`config.mk`:
```
export PLATFORM = sky130hd
export DESIGN_NAME = ci_alarm_change_interrupt
export DESIGN_NICKNAME = d
export VERILOG_FILES = /design/src/design/cia_pkg.sv /design/src/design/cia_chg_if.sv /design/src/design/ci_alarm_change_interrupt.sv /design/src/design/cia_change_det.sv
export SDC_FILE = /design/constraint.sdc
export NUM_CORES = 1
export LEC_CHECK = 0
export ABC_AREA = 1
export BUFFER_PORTS_ARGS = -buffer_cell sky130_fd_sc_hd__buf_4
export CAP_MARGIN = 10
export CORE_MARGIN = 2
export CORE_UTILIZATION = 25
export DETAILED_ROUTE_END_ITERATION = 8
export PLACE_DENSITY = 0.54
export SYNTH_ARGS = -nofsm -noshare
export SYNTH_HDL_FRONTEND = slang
export SYNTH_HIERARCHICAL = 1
export SYNTH_SLANG_ARGS = --single-unit
```
`constraint.sdc`:
```
create_clock -name ref_clk -period 3.55 [get_ports ref_clk]
set_input_delay 0 -clock ref_clk [delete_from_list [all_inputs] [get_ports ref_clk]]
set_output_delay 0 -clock ref_clk [all_outputs]
set_load 0.005 [all_outputs]
```
`src/design/cia_pkg.sv`:
```
// Purpose: shared constants for the customer-installation alarm change interrupt block
// Assumes: word-indexed register map, byte address = 4 * index
// Notes:   register indices carry the channel nibble as zero
`default_nettype none
package cia_pkg;
	// ==========================================================
	// register map
	localparam int unsigned IDX_W = 12;
	localparam logic [IDX_W-1:0] REG_STATUS_IDX = 12'hB40;
	localparam logic [IDX_W-1:0] REG_ENABLE_IDX = 12'hB41;
	localparam logic [IDX_W-1:0] REG_DETCTL_IDX = 12'hB42;
	// ==========================================================
	// field positions
	localparam int unsigned BIT_RAI = 0;
	localparam int unsigned BIT_AIS = 1;
	localparam int unsigned BIT_RAI_LIVE = 4;
	localparam int unsigned BIT_AIS_LIVE = 5;
	// ==========================================================
	// reset values
	localparam logic [1:0] STATUS_RST = 2'h0;
	localparam logic [1:0] ENABLE_RST = 2'h0;
	localparam logic [1:0] DETCTL_RST = 2'h0;
	localparam logic [7:0] DATA_RST = 8'h00;
	// ==========================================================
	// bus slave states
	typedef enum logic [1:0] {
		CIA_BUS_IDLE = 2'b01,
		CIA_BUS_ACK = 2'b10
	} cia_bus_st_t;
endpackage : cia_pkg
`default_nettype wire

```
`src/design/cia_chg_if.sv`:
```
// Purpose: carries qualified alarm conditions and their change pulses
// Assumes: single clock domain
// Notes:   bit 1 is AIS-CI, bit 0 is RAI-CI
`default_nettype none
interface cia_chg_if;
	logic [1:0] cond;
	logic [1:0] change;
	logic [1:0] state;
	modport det (input cond, output change, output state);
	modport ctl (output cond, input change, input state);
endinterface : cia_chg_if
`default_nettype wire

```
`src/design/ci_alarm_change_interrupt.sv`:
```
// Purpose: sticky change status, enables and interrupt for AIS-CI and RAI-CI
// Assumes: detector levels and esf_mode come from logic on ref_clk
// Notes:   classic Wishbone slave, 8-bit data in lane 0, one wait state
`default_nettype none
module ci_alarm_change_interrupt
	import cia_pkg::*;
(
	// clock and reset
	input wire logic ref_clk,
	input wire logic reset,
	// wishbone slave
	input wire logic wb_cyc_i,
	input wire logic wb_stb_i,
	input wire logic wb_we_i,
	input wire logic [13:0] wb_adr_i,
	input wire logic [3:0] wb_sel_i,
	input wire logic [31:0] wb_dat_i,
	output logic [31:0] wb_dat_o,
	output logic wb_ack_o,
	// alarm detector levels and framing mode
	input wire logic ais_ci_detect,
	input wire logic rai_ci_detect,
	input wire logic esf_mode,
	// interrupt request, active high
	output logic irq_o
);
	cia_bus_st_t bus_st_ff;
	logic [7:0] rdata_ff;
	logic [1:0] status_ff;
	logic [1:0] enable_ff;
	logic [1:0] detctl_ff;
	logic irq_ff;
	logic ack_ff;
	logic take;
	logic rd_status;
	logic wr_lane0;
	logic [IDX_W-1:0] idx;
	logic [1:0] nxt_status;

	cia_chg_if chg ();

	// ==========================================================
	// register index decode
	function automatic logic hit(input logic [IDX_W-1:0] a, input logic [IDX_W-1:0] r);
		hit = (a == r);
	endfunction : hit

	assign idx = wb_adr_i[13:2];
	// a request is taken once, in the idle state; the ack cycle ignores it
	assign take = wb_cyc_i && wb_stb_i && (bus_st_ff == CIA_BUS_IDLE);
	assign rd_status = take && !wb_we_i && hit(idx, REG_STATUS_IDX);
	assign wr_lane0 = take && wb_we_i && wb_sel_i[0];

	// ==========================================================
	// qualify detector levels before change detection
	always_comb begin
		chg.cond = 2'h0;
		chg.cond[BIT_AIS] = ais_ci_detect && detctl_ff[BIT_AIS];
		chg.cond[BIT_RAI] = rai_ci_detect && detctl_ff[BIT_RAI] && esf_mode;
	end

	cia_change_det u_det (
		.ref_clk(ref_clk),
		.reset(reset),
		.chg(chg)
	);

	// ==========================================================
	// sticky status: a change in the read cycle survives the clear
	always_comb begin
		nxt_status = status_ff;
		if (rd_status) begin
			nxt_status = STATUS_RST;
		end
		nxt_status = nxt_status | chg.change;
	end

	always_ff @(posedge ref_clk or posedge reset) begin
		if (reset) begin
			status_ff <= STATUS_RST;
		end else begin
			status_ff <= nxt_status;
		end
	end

	// ==========================================================
	// software registers: interrupt enables and detection enables
	always_ff @(posedge ref_clk or posedge reset) begin
		if (reset) begin
			enable_ff <= ENABLE_RST;
			detctl_ff <= DETCTL_RST;
		end else if (wr_lane0) begin
			if (hit(idx, REG_ENABLE_IDX)) begin
				enable_ff <= wb_dat_i[1:0];
			end
			if (hit(idx, REG_DETCTL_IDX)) begin
				detctl_ff <= wb_dat_i[1:0];
			end
		end
	end

	// ==========================================================
	// interrupt output, registered so it comes straight from a flop
	always_ff @(posedge ref_clk or posedge reset) begin
		if (reset) begin
			irq_ff <= 1'b0;
		end else begin
			irq_ff <= |(status_ff & enable_ff);
		end
	end

	// ==========================================================
	// bus handshake: ack one cycle after take, dropped the next
	always_ff @(posedge ref_clk or posedge reset) begin
		if (reset) begin
			bus_st_ff <= CIA_BUS_IDLE;
		end else begin
			case (bus_st_ff)
				CIA_BUS_IDLE: begin
					if (take) begin
						bus_st_ff <= CIA_BUS_ACK;
					end
				end
				CIA_BUS_ACK: begin
					bus_st_ff <= CIA_BUS_IDLE;
				end
				default: begin
					bus_st_ff <= CIA_BUS_IDLE;
				end
			endcase
		end
	end

	// ==========================================================
	// ack from its own flop so the pin carries no decode; a held
	// request is not re-taken in the ack cycle, so ack lasts one cycle
	always_ff @(posedge ref_clk or posedge reset) begin
		if (reset) begin
			ack_ff <= 1'b0;
		end else begin
			ack_ff <= take;
		end
	end

	// ==========================================================
	// read data captured at take, the same edge the status clears;
	// unmapped addresses read zero and are still acked
	always_ff @(posedge ref_clk or posedge reset) begin
		if (reset) begin
			rdata_ff <= DATA_RST;
		end else if (take && !wb_we_i) begin
			rdata_ff <= DATA_RST;
			if (hit(idx, REG_STATUS_IDX)) begin
				rdata_ff[BIT_AIS] <= status_ff[BIT_AIS];
				rdata_ff[BIT_RAI] <= status_ff[BIT_RAI];
				rdata_ff[BIT_AIS_LIVE] <= chg.state[BIT_AIS];
				rdata_ff[BIT_RAI_LIVE] <= chg.state[BIT_RAI];
			end else if (hit(idx, REG_ENABLE_IDX)) begin
				rdata_ff[1:0] <= enable_ff;
			end else if (hit(idx, REG_DETCTL_IDX)) begin
				rdata_ff[1:0] <= detctl_ff;
			end
		end
	end

	assign wb_ack_o = ack_ff;
	assign wb_dat_o = {24'h000000, rdata_ff};
	assign irq_o = irq_ff;

	// ==========================================================
	// assertions
	a_ais_change_sets: assert property (@(posedge ref_clk) disable iff (reset)
		chg.change[BIT_AIS] |=> status_ff[BIT_AIS]) else $error("ais change not latched");
	a_rai_change_sets: assert property (@(posedge ref_clk) disable iff (reset)
		chg.change[BIT_RAI] |=> status_ff[BIT_RAI]) else $error("rai change not latched");
	// after a status read, only bits whose change was seen in the read cycle itself may stay set
	a_status_read_clear: assert property (@(posedge ref_clk) disable iff (reset)
		rd_status |=> wb_ack_o && ((status_ff & ~$past(chg.change)) == STATUS_RST)) else $error("read clear");
	a_read_data: assert property (@(posedge ref_clk) disable iff (reset)
		rd_status |=> wb_dat_o[BIT_AIS] == $past(status_ff[BIT_AIS]) && wb_dat_o[BIT_RAI] == $past(status_ff[BIT_RAI]))
		else $error("status read data wrong");
	a_status_sticky: assert property (@(posedge ref_clk) disable iff (reset)
		status_ff[BIT_RAI] && !rd_status |=> status_ff[BIT_RAI]) else $error("status lost");
	a_status_quiet: assert property (@(posedge ref_clk) disable iff (reset)
		!rd_status && !(|chg.change) |=> status_ff == $past(status_ff)) else $error("status moved unprompted");
	a_enable_write: assert property (@(posedge ref_clk) disable iff (reset)
		wr_lane0 && hit(idx, REG_ENABLE_IDX) |=> enable_ff == $past(wb_dat_i[1:0])) else $error("enable");
	a_enable_hold: assert property (@(posedge ref_clk) disable iff (reset)
		!(wr_lane0 && hit(idx, REG_ENABLE_IDX)) |=> enable_ff == $past(enable_ff)) else $error("enable drifted");
	a_irq_follows: assert property (@(posedge ref_clk) disable iff (reset)
		(status_ff[BIT_AIS] && enable_ff[BIT_AIS]) |=> irq_o) else $error("irq missing");
	a_rai_irq_follows: assert property (@(posedge ref_clk) disable iff (reset)
		(status_ff[BIT_RAI] && enable_ff[BIT_RAI]) |=> irq_o) else $error("rai irq missing");
	a_irq_gated: assert property (@(posedge ref_clk) disable iff (reset)
		!(|(status_ff & enable_ff)) |=> !irq_o) else $error("irq without cause");
	// checked through the change flop, so a broken qualifier shows up
	a_rai_esf_only: assert property (@(posedge ref_clk) disable iff (reset)
		!esf_mode |=> !chg.state[BIT_RAI]) else $error("rai outside esf");
	a_detect_gated: assert property (@(posedge ref_clk) disable iff (reset)
		!detctl_ff[BIT_AIS] |=> !chg.state[BIT_AIS]) else $error("ais not gated");
	a_rai_detect_gated: assert property (@(posedge ref_clk) disable iff (reset)
		!detctl_ff[BIT_RAI] |=> !chg.state[BIT_RAI]) else $error("rai not gated");
	a_ack_single: assert property (@(posedge ref_clk) disable iff (reset)
		take |=> wb_ack_o ##1 !wb_ack_o) else $error("ack shape");

	// ==========================================================
	// coverage of the main scenarios
	c_ais_change: cover property (@(posedge ref_clk) disable iff (reset) chg.change[BIT_AIS]);
	c_rai_change: cover property (@(posedge ref_clk) disable iff (reset) chg.change[BIT_RAI]);
	c_read_race: cover property (@(posedge ref_clk) disable iff (reset) rd_status && |chg.change);
	c_irq_rise: cover property (@(posedge ref_clk) disable iff (reset) !irq_o ##1 irq_o);
	c_status_write: cover property (@(posedge ref_clk) disable iff (reset) take && wb_we_i && hit(idx, REG_STATUS_IDX));
endmodule : ci_alarm_change_interrupt
`default_nettype wire

```
`src/design/cia_change_det.sv`:
```
// Purpose: flags every onset and clearing of each qualified alarm condition
// Assumes: conditions are produced on ref_clk
// Notes:   change is a one-cycle pulse, state is the registered condition
`default_nettype none
module cia_change_det
	import cia_pkg::*;
(
	// clock and reset
	input wire logic ref_clk,
	input wire logic reset,
	// conditions in, changes out
	cia_chg_if.det chg
);
	logic [1:0] prev_ff;

	// ==========================================================
	// remember last condition; both edges count as a change
	always_ff @(posedge ref_clk or posedge reset) begin
		if (reset) begin
			prev_ff <= STATUS_RST;
		end else begin
			prev_ff <= chg.cond;
		end
	end

	assign chg.change = chg.cond ^ prev_ff;
	assign chg.state = prev_ff;
endmodule : cia_change_det
`default_nettype wire

```
# Yosys cells after proc, flatten, opt, wreduce, memory -nomap -nowiden

Index checks and enable logic that the tools add are counted.

Reductions and logical operators: 13
Muxes and demuxes: 7
Bitwise gates (word level): 3
Equality and inequality tests: 5

Operator list:

| cell                                                                  | count |
|---|---|
| 12-bit equality test, second input constant                           | 3 |
| 2-bit 2-to-1 mux                                                      | 7 |
| 1-bit logical AND                                                     | 9 |
| 2-bit AND reduction                                                   | 2 |
| 2-bit bitwise AND                                                     | 1 |
| 2-bit by 1-bit equality test with 1-bit output, second input constant | 1 |
| 2-bit inequality test, second input constant                          | 1 |
| 2-bit bitwise OR                                                      | 1 |
| 2-bit OR reduction                                                    | 1 |
| 2-bit XOR                                                             | 1 |
| 1-bit zero test                                                       | 1 |

Bits in registers: 16
Word-level logic and storage cells: 36

# Longest topological paths before layout

Gate-level depths: netlist (run 1).

Word-level depth: 6
Gate-level depth with buffers: 9

# Cells and area by module

The synthesis (run 1) kept the hierarchy.

Modules (own cells, without submodules):

| module                    | area each (sq um) | seq. area each (sq um) | times used | cells each |
|---|---|---|---|---|
| ci_alarm_change_interrupt | 1049.8            | 351.6                  | 1          | 134 |
| cia_change_det            | 91.3              | 50.0                   | 1          | 13 |

# Least setup slack after synthesis (run 1)

No wires, ideal clock.

Path type: register to register
Start point: register bus_st_ff[0]
End point: register rdata_ff[1]
Cell stages (with the launch flop): 7
Period minus slack after synthesis: 1.181 ns
Data arrival time: 1.061 ns
Path slack: 2.369 ns
Cells stage by stage: dfstp_2 -> inv_1 -> nor2_4 -> nand4_4 -> nand2_1 -> a21boi_1 -> nand2_1

Word-level cells in the longest chain between the ends: 3

RTL lines:

| item                                           | RTL line                         | RTL |
|---|---|---|
| start: declaration                             | ci_alarm_change_interrupt.sv:27  | `cia_bus_st_t bus_st_ff;` |
| start signal: assignment                       | ci_alarm_change_interrupt.sv:116 | `bus_st_ff <= CIA_BUS_IDLE;` |
| start signal: assignment                       | ci_alarm_change_interrupt.sv:121 | `bus_st_ff <= CIA_BUS_ACK;` |
| start signal: assignment                       | ci_alarm_change_interrupt.sv:125 | `bus_st_ff <= CIA_BUS_IDLE;` |
| 2-bit by 1-bit equality test with 1-bit output | ci_alarm_change_interrupt.sv:50  | `assign take = wb_cyc_i && wb_stb_i && (bus_st_ff == CIA_BUS_IDLE);` |
| 1-bit logical AND                              | ci_alarm_change_interrupt.sv:50  |  |
| 1-bit logical AND                              | ci_alarm_change_interrupt.sv:151 | `end else if (take && !wb_we_i) begin` |
| end signal: indexed assignment                 | ci_alarm_change_interrupt.sv:154 | `rdata_ff[BIT_AIS] <= status_ff[BIT_AIS];` |
| end signal: indexed assignment                 | ci_alarm_change_interrupt.sv:155 | `rdata_ff[BIT_RAI] <= status_ff[BIT_RAI];` |
| end signal: indexed assignment                 | ci_alarm_change_interrupt.sv:156 | `rdata_ff[BIT_AIS_LIVE] <= chg.state[BIT_AIS];` |
| end: declaration                               | ci_alarm_change_interrupt.sv:28  | `logic [7:0] rdata_ff;` |

No other way between the ends.
A chain may end at the register's enable or synchronous reset.

# Final worst setup path (run 1)

Start point: register bus_st_ff[0]
End point: register bus_st_ff[0]

Word-level cells in the longest chain between the ends: 3
Elaborated cells on any way between the ends: 4
Those cells by class: eq/ne: 2; mux: 1; reduce/logical: 1

RTL lines:

| item                                               | RTL line |
|---|---|
| 2-bit by 1-bit equality test with 1-bit output (*) | ci_alarm_change_interrupt.sv:50, ci_alarm_change_interrupt.sv:118 |
| 1-bit logical AND                                  | ci_alarm_change_interrupt.sv:50 |
| 2-bit inequality test (no line)                    | - |

Mark *: on every way between the ends. The rest lies on a longest branch, timed or not.

==> flow_summary.toml, run 1 <==
[power]
power.density_nw_per_um2 = 276
vdd_drop_max_v = 0.000107
p_leak_nw = 0.770

[global_routing]
grt.overflow.total = 0
grt_max_degree = 15
grt_use_total = 0.0836
grt_pass1_vias = 838
grt_antenna_before_repair = 0
grt_pass1_wl_mm = 3.39

[outcome]
run_status = "completed"

[die]
die_x_um = 71.6
rows = 24
coreArea_um2 = 4380
initial_utilization = 0.260
io_pins = 92
die_area_um2 = 5120
die_y_um = 71.6

[yosys]
ys.warnings.count = 6
yosysTopAreaCellShare = 0.329
synth.yosys.seq_area_share = 0.352
synth_area_um2 = 1140
synth.avg_cell_area_um2 = 7.76
synth_cell_type_count = 22
synth_seq_cells = 16
synth_area_leaders = "dfrtp_1 (33%), buf_4 (18%), nand2_1 (12%)"
synth_top_area_cell = "dfrtp_1"
synthCells = 147

[clock_tree]
post_cts_buffers = 0
numCtsBuffers = 3
postCtsResizedCells = 0
clock_latency_ns = 0.25
clk_pin_slew_ns = 0.06
htree_levels = 1
cts_root_buffer = "clkbuf_8"
cts.sinks = 16
clock_path_buffers = 2
cts_tree = "done"

[final_layout]
utilization = 0.318
seqCellArea_um2 = 402
final_common_cell = "nand2_1"
diodes = 0
fill_cells = 505
layout-drive-gt1-share = 0.286
layout_common_cells = "nand2_1 (35), conb_1 (28), buf_4 (28)"
finalNetCount = 241
multi_input_area_um2 = 526
syn2layout_area_growth_pct = 22.0

[critical_path]
cp_slowest_stage_delay_ns = 0.57
arrival_ns = 1.62
r2r_start = "bus_st_ff[0]"
critical-path-slowest-cell = "dlygate4sd3_1"
critical_path_required_ns = 3.72
r2r.worst_path.cells = 4
crit_type = "flop to flop"
endpoint_kind = "flop"
reg2reg_slack_ns = 2.09
reg2reg_to = "bus_st_ff[0]"
crit_path_start_kind = "flop"
crit_fanout = 4
crit_chain = "inv_1 > nor2_4 > nand3_4 > dlygate4sd3_1"

[sta]
tns_ns = 0
fmax_ghz = 0.687
finalCritPeriodShare = 0.410
hold_violations = 0
slew_violations = 0
fin_crit_ns = 1.46
finalSetupViolations = 0
skew_ns = 0.00501
worst_slew_pin_slew_ns = 0.530
slew_headroom = 0.646
rsz0062_at_grt = "no"

[worst_hold_path]
min-delay-start = "wb_dat_i[0]"
holdPathStages = 3
hp-class = "input port to flop"
worstHoldEndpoint = "detctl_ff[0]"

[detailed_routing]
ant_nets = 0
first_pass_iters = 4
drcViolationCount = 0
drt_wl_total_mm = 1.90
drtIter0Drc = 9
wl_per_cell_um = 8.10
vias = 861
via_per_inst = 3.68

[place]
port_buffers = 28
dp_hpwl_mm = 1.58
routabilityCongestion = 0.741

[flow_run]
max_cap_viol_count = 0
worst max-delay path by stage:
stage	start	endpoint	cells past startpoint
floorplan	bus_st_ff[0]	rdata_ff[1]	6
global placement	bus_st_ff[0]	rdata_ff[1]	6
detailed placement	bus_st_ff[0]	rdata_ff[1]	6
CTS	bus_st_ff[0]	bus_st_ff[0]	4
global route	bus_st_ff[0]	bus_st_ff[0]	4
finish	bus_st_ff[0]	bus_st_ff[0]	4
sequential cells by signal, indices dropped and copies added (netlist names):
register and flops:
wb_ack_o 1, enable_ff 2, detctl_ff 2, u_det/chg.state 2
rdata_ff 4, irq_o 1, bus_st_ff 2, status_ff 2
stage by stage:
stage | hold slack, ns | cell area, um2 | setup WS [ns] | cells | total power, mW
2_1_floorplan | -0.259 | 1240 | 2.37 | 174 | 0.241
3_3_place_gp | -0.128 | 1310 | 2.29 | 226 | 0.245
3_5_place_dp | -0.129 | 1310 | 2.29 | 226 | 0.245
4_1_cts | 0.0272 | 1390 | 2.07 | 234 | 0.389
5_1_grt | 0.0472 | 1390 | 2.04 | 234 | 0.407
6_report | 0.0232 | 1390 | 2.09 | 234 | 0.384
cell families after synthesis:
kind of cell / Yosys count / synth area share
other cells: 1 / 0.00329
simple gates: 63 / 0.304
compound gates: 11 / 0.0647
buf+inv: 56 / 0.276
flops: 16 / 0.352
synthesized netlist by cell type (all sizes together):
cell type	instances
a21boi	3
a22o	1
and3	1
buf	28
clkinv	2
conb	1
dfrtp	15
dfstp	1
inv	26
nand2	41
nand3	4
nand4	1
nor2	16
o211ai	1
o21ai	4
o21bai	2
area by class of cell:
type	count	area share
multi-input combinational	102	0.377
sequential	16	0.288
timing repair buffer	32	0.180
inverter	28	0.0755
tap	52	0.0467
clock buffer	4	0.0323
layer usage:
metal | share of wire | vias up | wire length (um) | global-route usage
met1 | 0.41 | 379 | 782 | 0.100
met5 | 0 | - | 0 | 0
met2 | 0.50 | 28 | 950 | 0.144
met4 | 0.024 | 0 | 45 | 0.0503
met3 | 0.062 | 4 | 118 | 0.00844
li1 | - | 450 | - | -
power breakdown:
part	leakage, nW	switching, mW	total [mW]	internal, mW
Sequential	0.208	0.000920	0.186	0.185
Clock	0.0228	0.0593	0.139	0.0794
Combinational	0.539	0.0325	0.0592	0.0267
Total	0.770	0.0927	0.384	0.291
critical path: cells and delay by family, from the launching register on:
family,cells,cell delay (ns)
buffers and inverters,2,0.62
flip-flops,1,0.51
AND/OR/NAND/NOR,2,0.24
repair_timing:
| item | CTS | global route |
|---|---|---|
| hold buffers | 4 | 0 |
| setup endpoints to repair | 0 | 0 |
| hold endpoints to repair | 17 | 0 |
No activity file was read; power rests on OpenSTA's default activity.
==> inputs of run 2 (changes only) <==
- clock period: 3.55 -> 1.4 ns (I/O delays scaled with it)
==> run 2 against run 1 <==
  * Sequential share of layout area unchanged
  * Register-to-register slack worse by 1.9 ns
  * Clock skew down 0.00068 ns
  * Critical endpoint is now enable_ff[0]
  * Via count down 0.81%
  * Largest power group unchanged
  * Count of clock-buffer cells in the layout unchanged
  * Total power rose to 2.5 times the previous value
  * Final area unchanged
  * Non-clock buffer count unchanged
==> flow_summary.toml, run 2 (synthesis results as in run 1) <==
[outcome]
run_status = "completed"

[clock_tree]
numCtsBuffers = 3
cts.sinks = 16
clock_path_buffers = 2
clock_latency_ns = 0.25
cts_root_buffer = "clkbuf_8"
clk_pin_slew_ns = 0.06
htree_levels = 1
cts_tree = "done"

[power]
combPwrFrac = 0.154
power.internal_mw = 0.738
vdd_drop_max_v = 0.000267
pwr-share-seq = 0.486
clkPwrFrac = 0.360
power.density_nw_per_um2 = 697
power_switching_mw = 0.233
p_leak_nw = 0.772
netSwitchingFraction = 0.240

[sta]
skew_ns = 0.00433
fmax_ghz = 0.800
tns_ns = 0
worst_slew_pin_slew_ns = 0.536
final.setup.worst_slack_ns = 0.150
hold_violations = 0
finalSetupViolations = 0
slew_headroom = 0.642
slew_violations = 0
rsz0062_at_grt = "no"
finalCritPeriodShare = 0.893
fin_crit_ns = 1.25

[final_layout]
multi_input_area_um2 = 526
diodes = 0
finalNetCount = 241
syn2layout_area_growth_pct = 22.0
final_common_cell = "nand2_1"
largest_register_ffs = 4
layout_common_cells = "nand2_1 (35), conb_1 (28), buf_4 (28)"
layout-drive-gt1-share = 0.286
top_register = "rdata_ff"
fill_cells = 503
seqCellArea_um2 = 402

[die]
rows = 24
coreArea_um2 = 4380
initial_utilization = 0.260
io_pins = 92
die_area_um2 = 5120
die_y_um = 71.6
die_x_um = 71.6

[critical_path]
arrival_ns = 1.38
critical_path_required_ns = 1.53
endpoint_kind = "flop"
crit_path_start_kind = "flop"
crit_type = "flop to flop"
crit_fanout = 4

[global_routing]
grt_max_degree = 15
grt_antenna_before_repair = 0
grt_pass1_vias = 837
grt.overflow.total = 0
grt_pass1_wl_mm = 3.37
grt_use_total = 0.0833

[place]
port_buffers = 28
dp_slack_ns = 0.141
dp_hpwl_mm = 1.58
routabilityCongestion = 0.741

[detailed_routing]
drt_wl_total_mm = 1.89
drtIter0Drc = 15
first_pass_iters = 4
wl_per_cell_um = 8.08
drcViolationCount = 0
vias = 854
via_per_inst = 3.65
ant_nets = 0

[worst_hold_path]
hp-class = "input port to flop"

[flow_run]
max_cap_viol_count = 0
-- run 2: worst paths after layout --
kind | start | end | slack (ns) | depth (start not counted)
hold reg to reg | rdata_ff[4] | rdata_ff[4] | 0.48 | 2
max in group asynchronous | reset | bus_st_ff[0] | 0.67 | 3
hold / removal | wb_dat_i[0] | detctl_ff[0] | 0.02 | 3
min in group asynchronous | reset | u_det/chg.state[0] | 0.16 | 3
setup / recovery | bus_st_ff[0] | enable_ff[0] | 0.15 | 7
setup reg to reg | bus_st_ff[0] | enable_ff[0] | 0.15 | 7
-- run 2: power groups by stage --
stage | clock network (mW) | registers (mW) | logic (mW)
6_report | 0.350 | 0.472 | 0.150
2_1_floorplan | 0 | 0.480 | 0.132
4_1_cts | 0.364 | 0.471 | 0.152
3_5_place_dp | 0 | 0.480 | 0.142
3_3_place_gp | 0 | 0.480 | 0.141
5_1_grt | 0.387 | 0.471 | 0.172
-- run 2: through the flow --
stage	hold slack, ns	cell area (um2)	power, mW	utilization	instances
after CTS	0.0272	1390	0.987	0.318	234
final	0.0231	1390	0.971	0.318	234
after global placement	-0.128	1310	0.621	0.298	226
after global routing	0.0472	1390	1.03	0.318	234
after detailed placement	-0.129	1310	0.622	0.298	226
after floorplan	-0.259	1240	0.612	-	174
-- run 2: worst max-delay path, cell delays in order (launching register included) --
cell and delay (ns):
dfstp_2 0.51, inv_1 0.05, nor2_4 0.13, nand3_4 0.11, nor2_4 0.12, nand2_2 0.09, nand2_1 0.06, o21ai_1 0.06
-- run 2: routing by layer --
metal / track usage / wire [um] / vias to the layer above
met5: 0 / 0 / -
met4: 0.0503 / 48 / 0
met3: 0.00844 / 114 / 4
met2: 0.144 / 965 / 28
met1: 0.0991 / 764 / 374
li1: - / - / 448
-- run 2: cell type report --
class,instances,share of cell area
clock buffer,4,0.0323
sequential,16,0.288
multi-input combinational,102,0.377
inverter,28,0.0755
tap,52,0.0467
timing repair buffer,32,0.180
-- run 2: repair_timing --
| item | in CTS | in global routing |
|---|---|---|
| hold buffers | 4 | 0 |
| setup endpoints to repair | 0 | 0 |
| setup buffers | 0 | 0 |
| hold endpoints to repair | 17 | 0 |
| resized for setup | 0 | 0 |
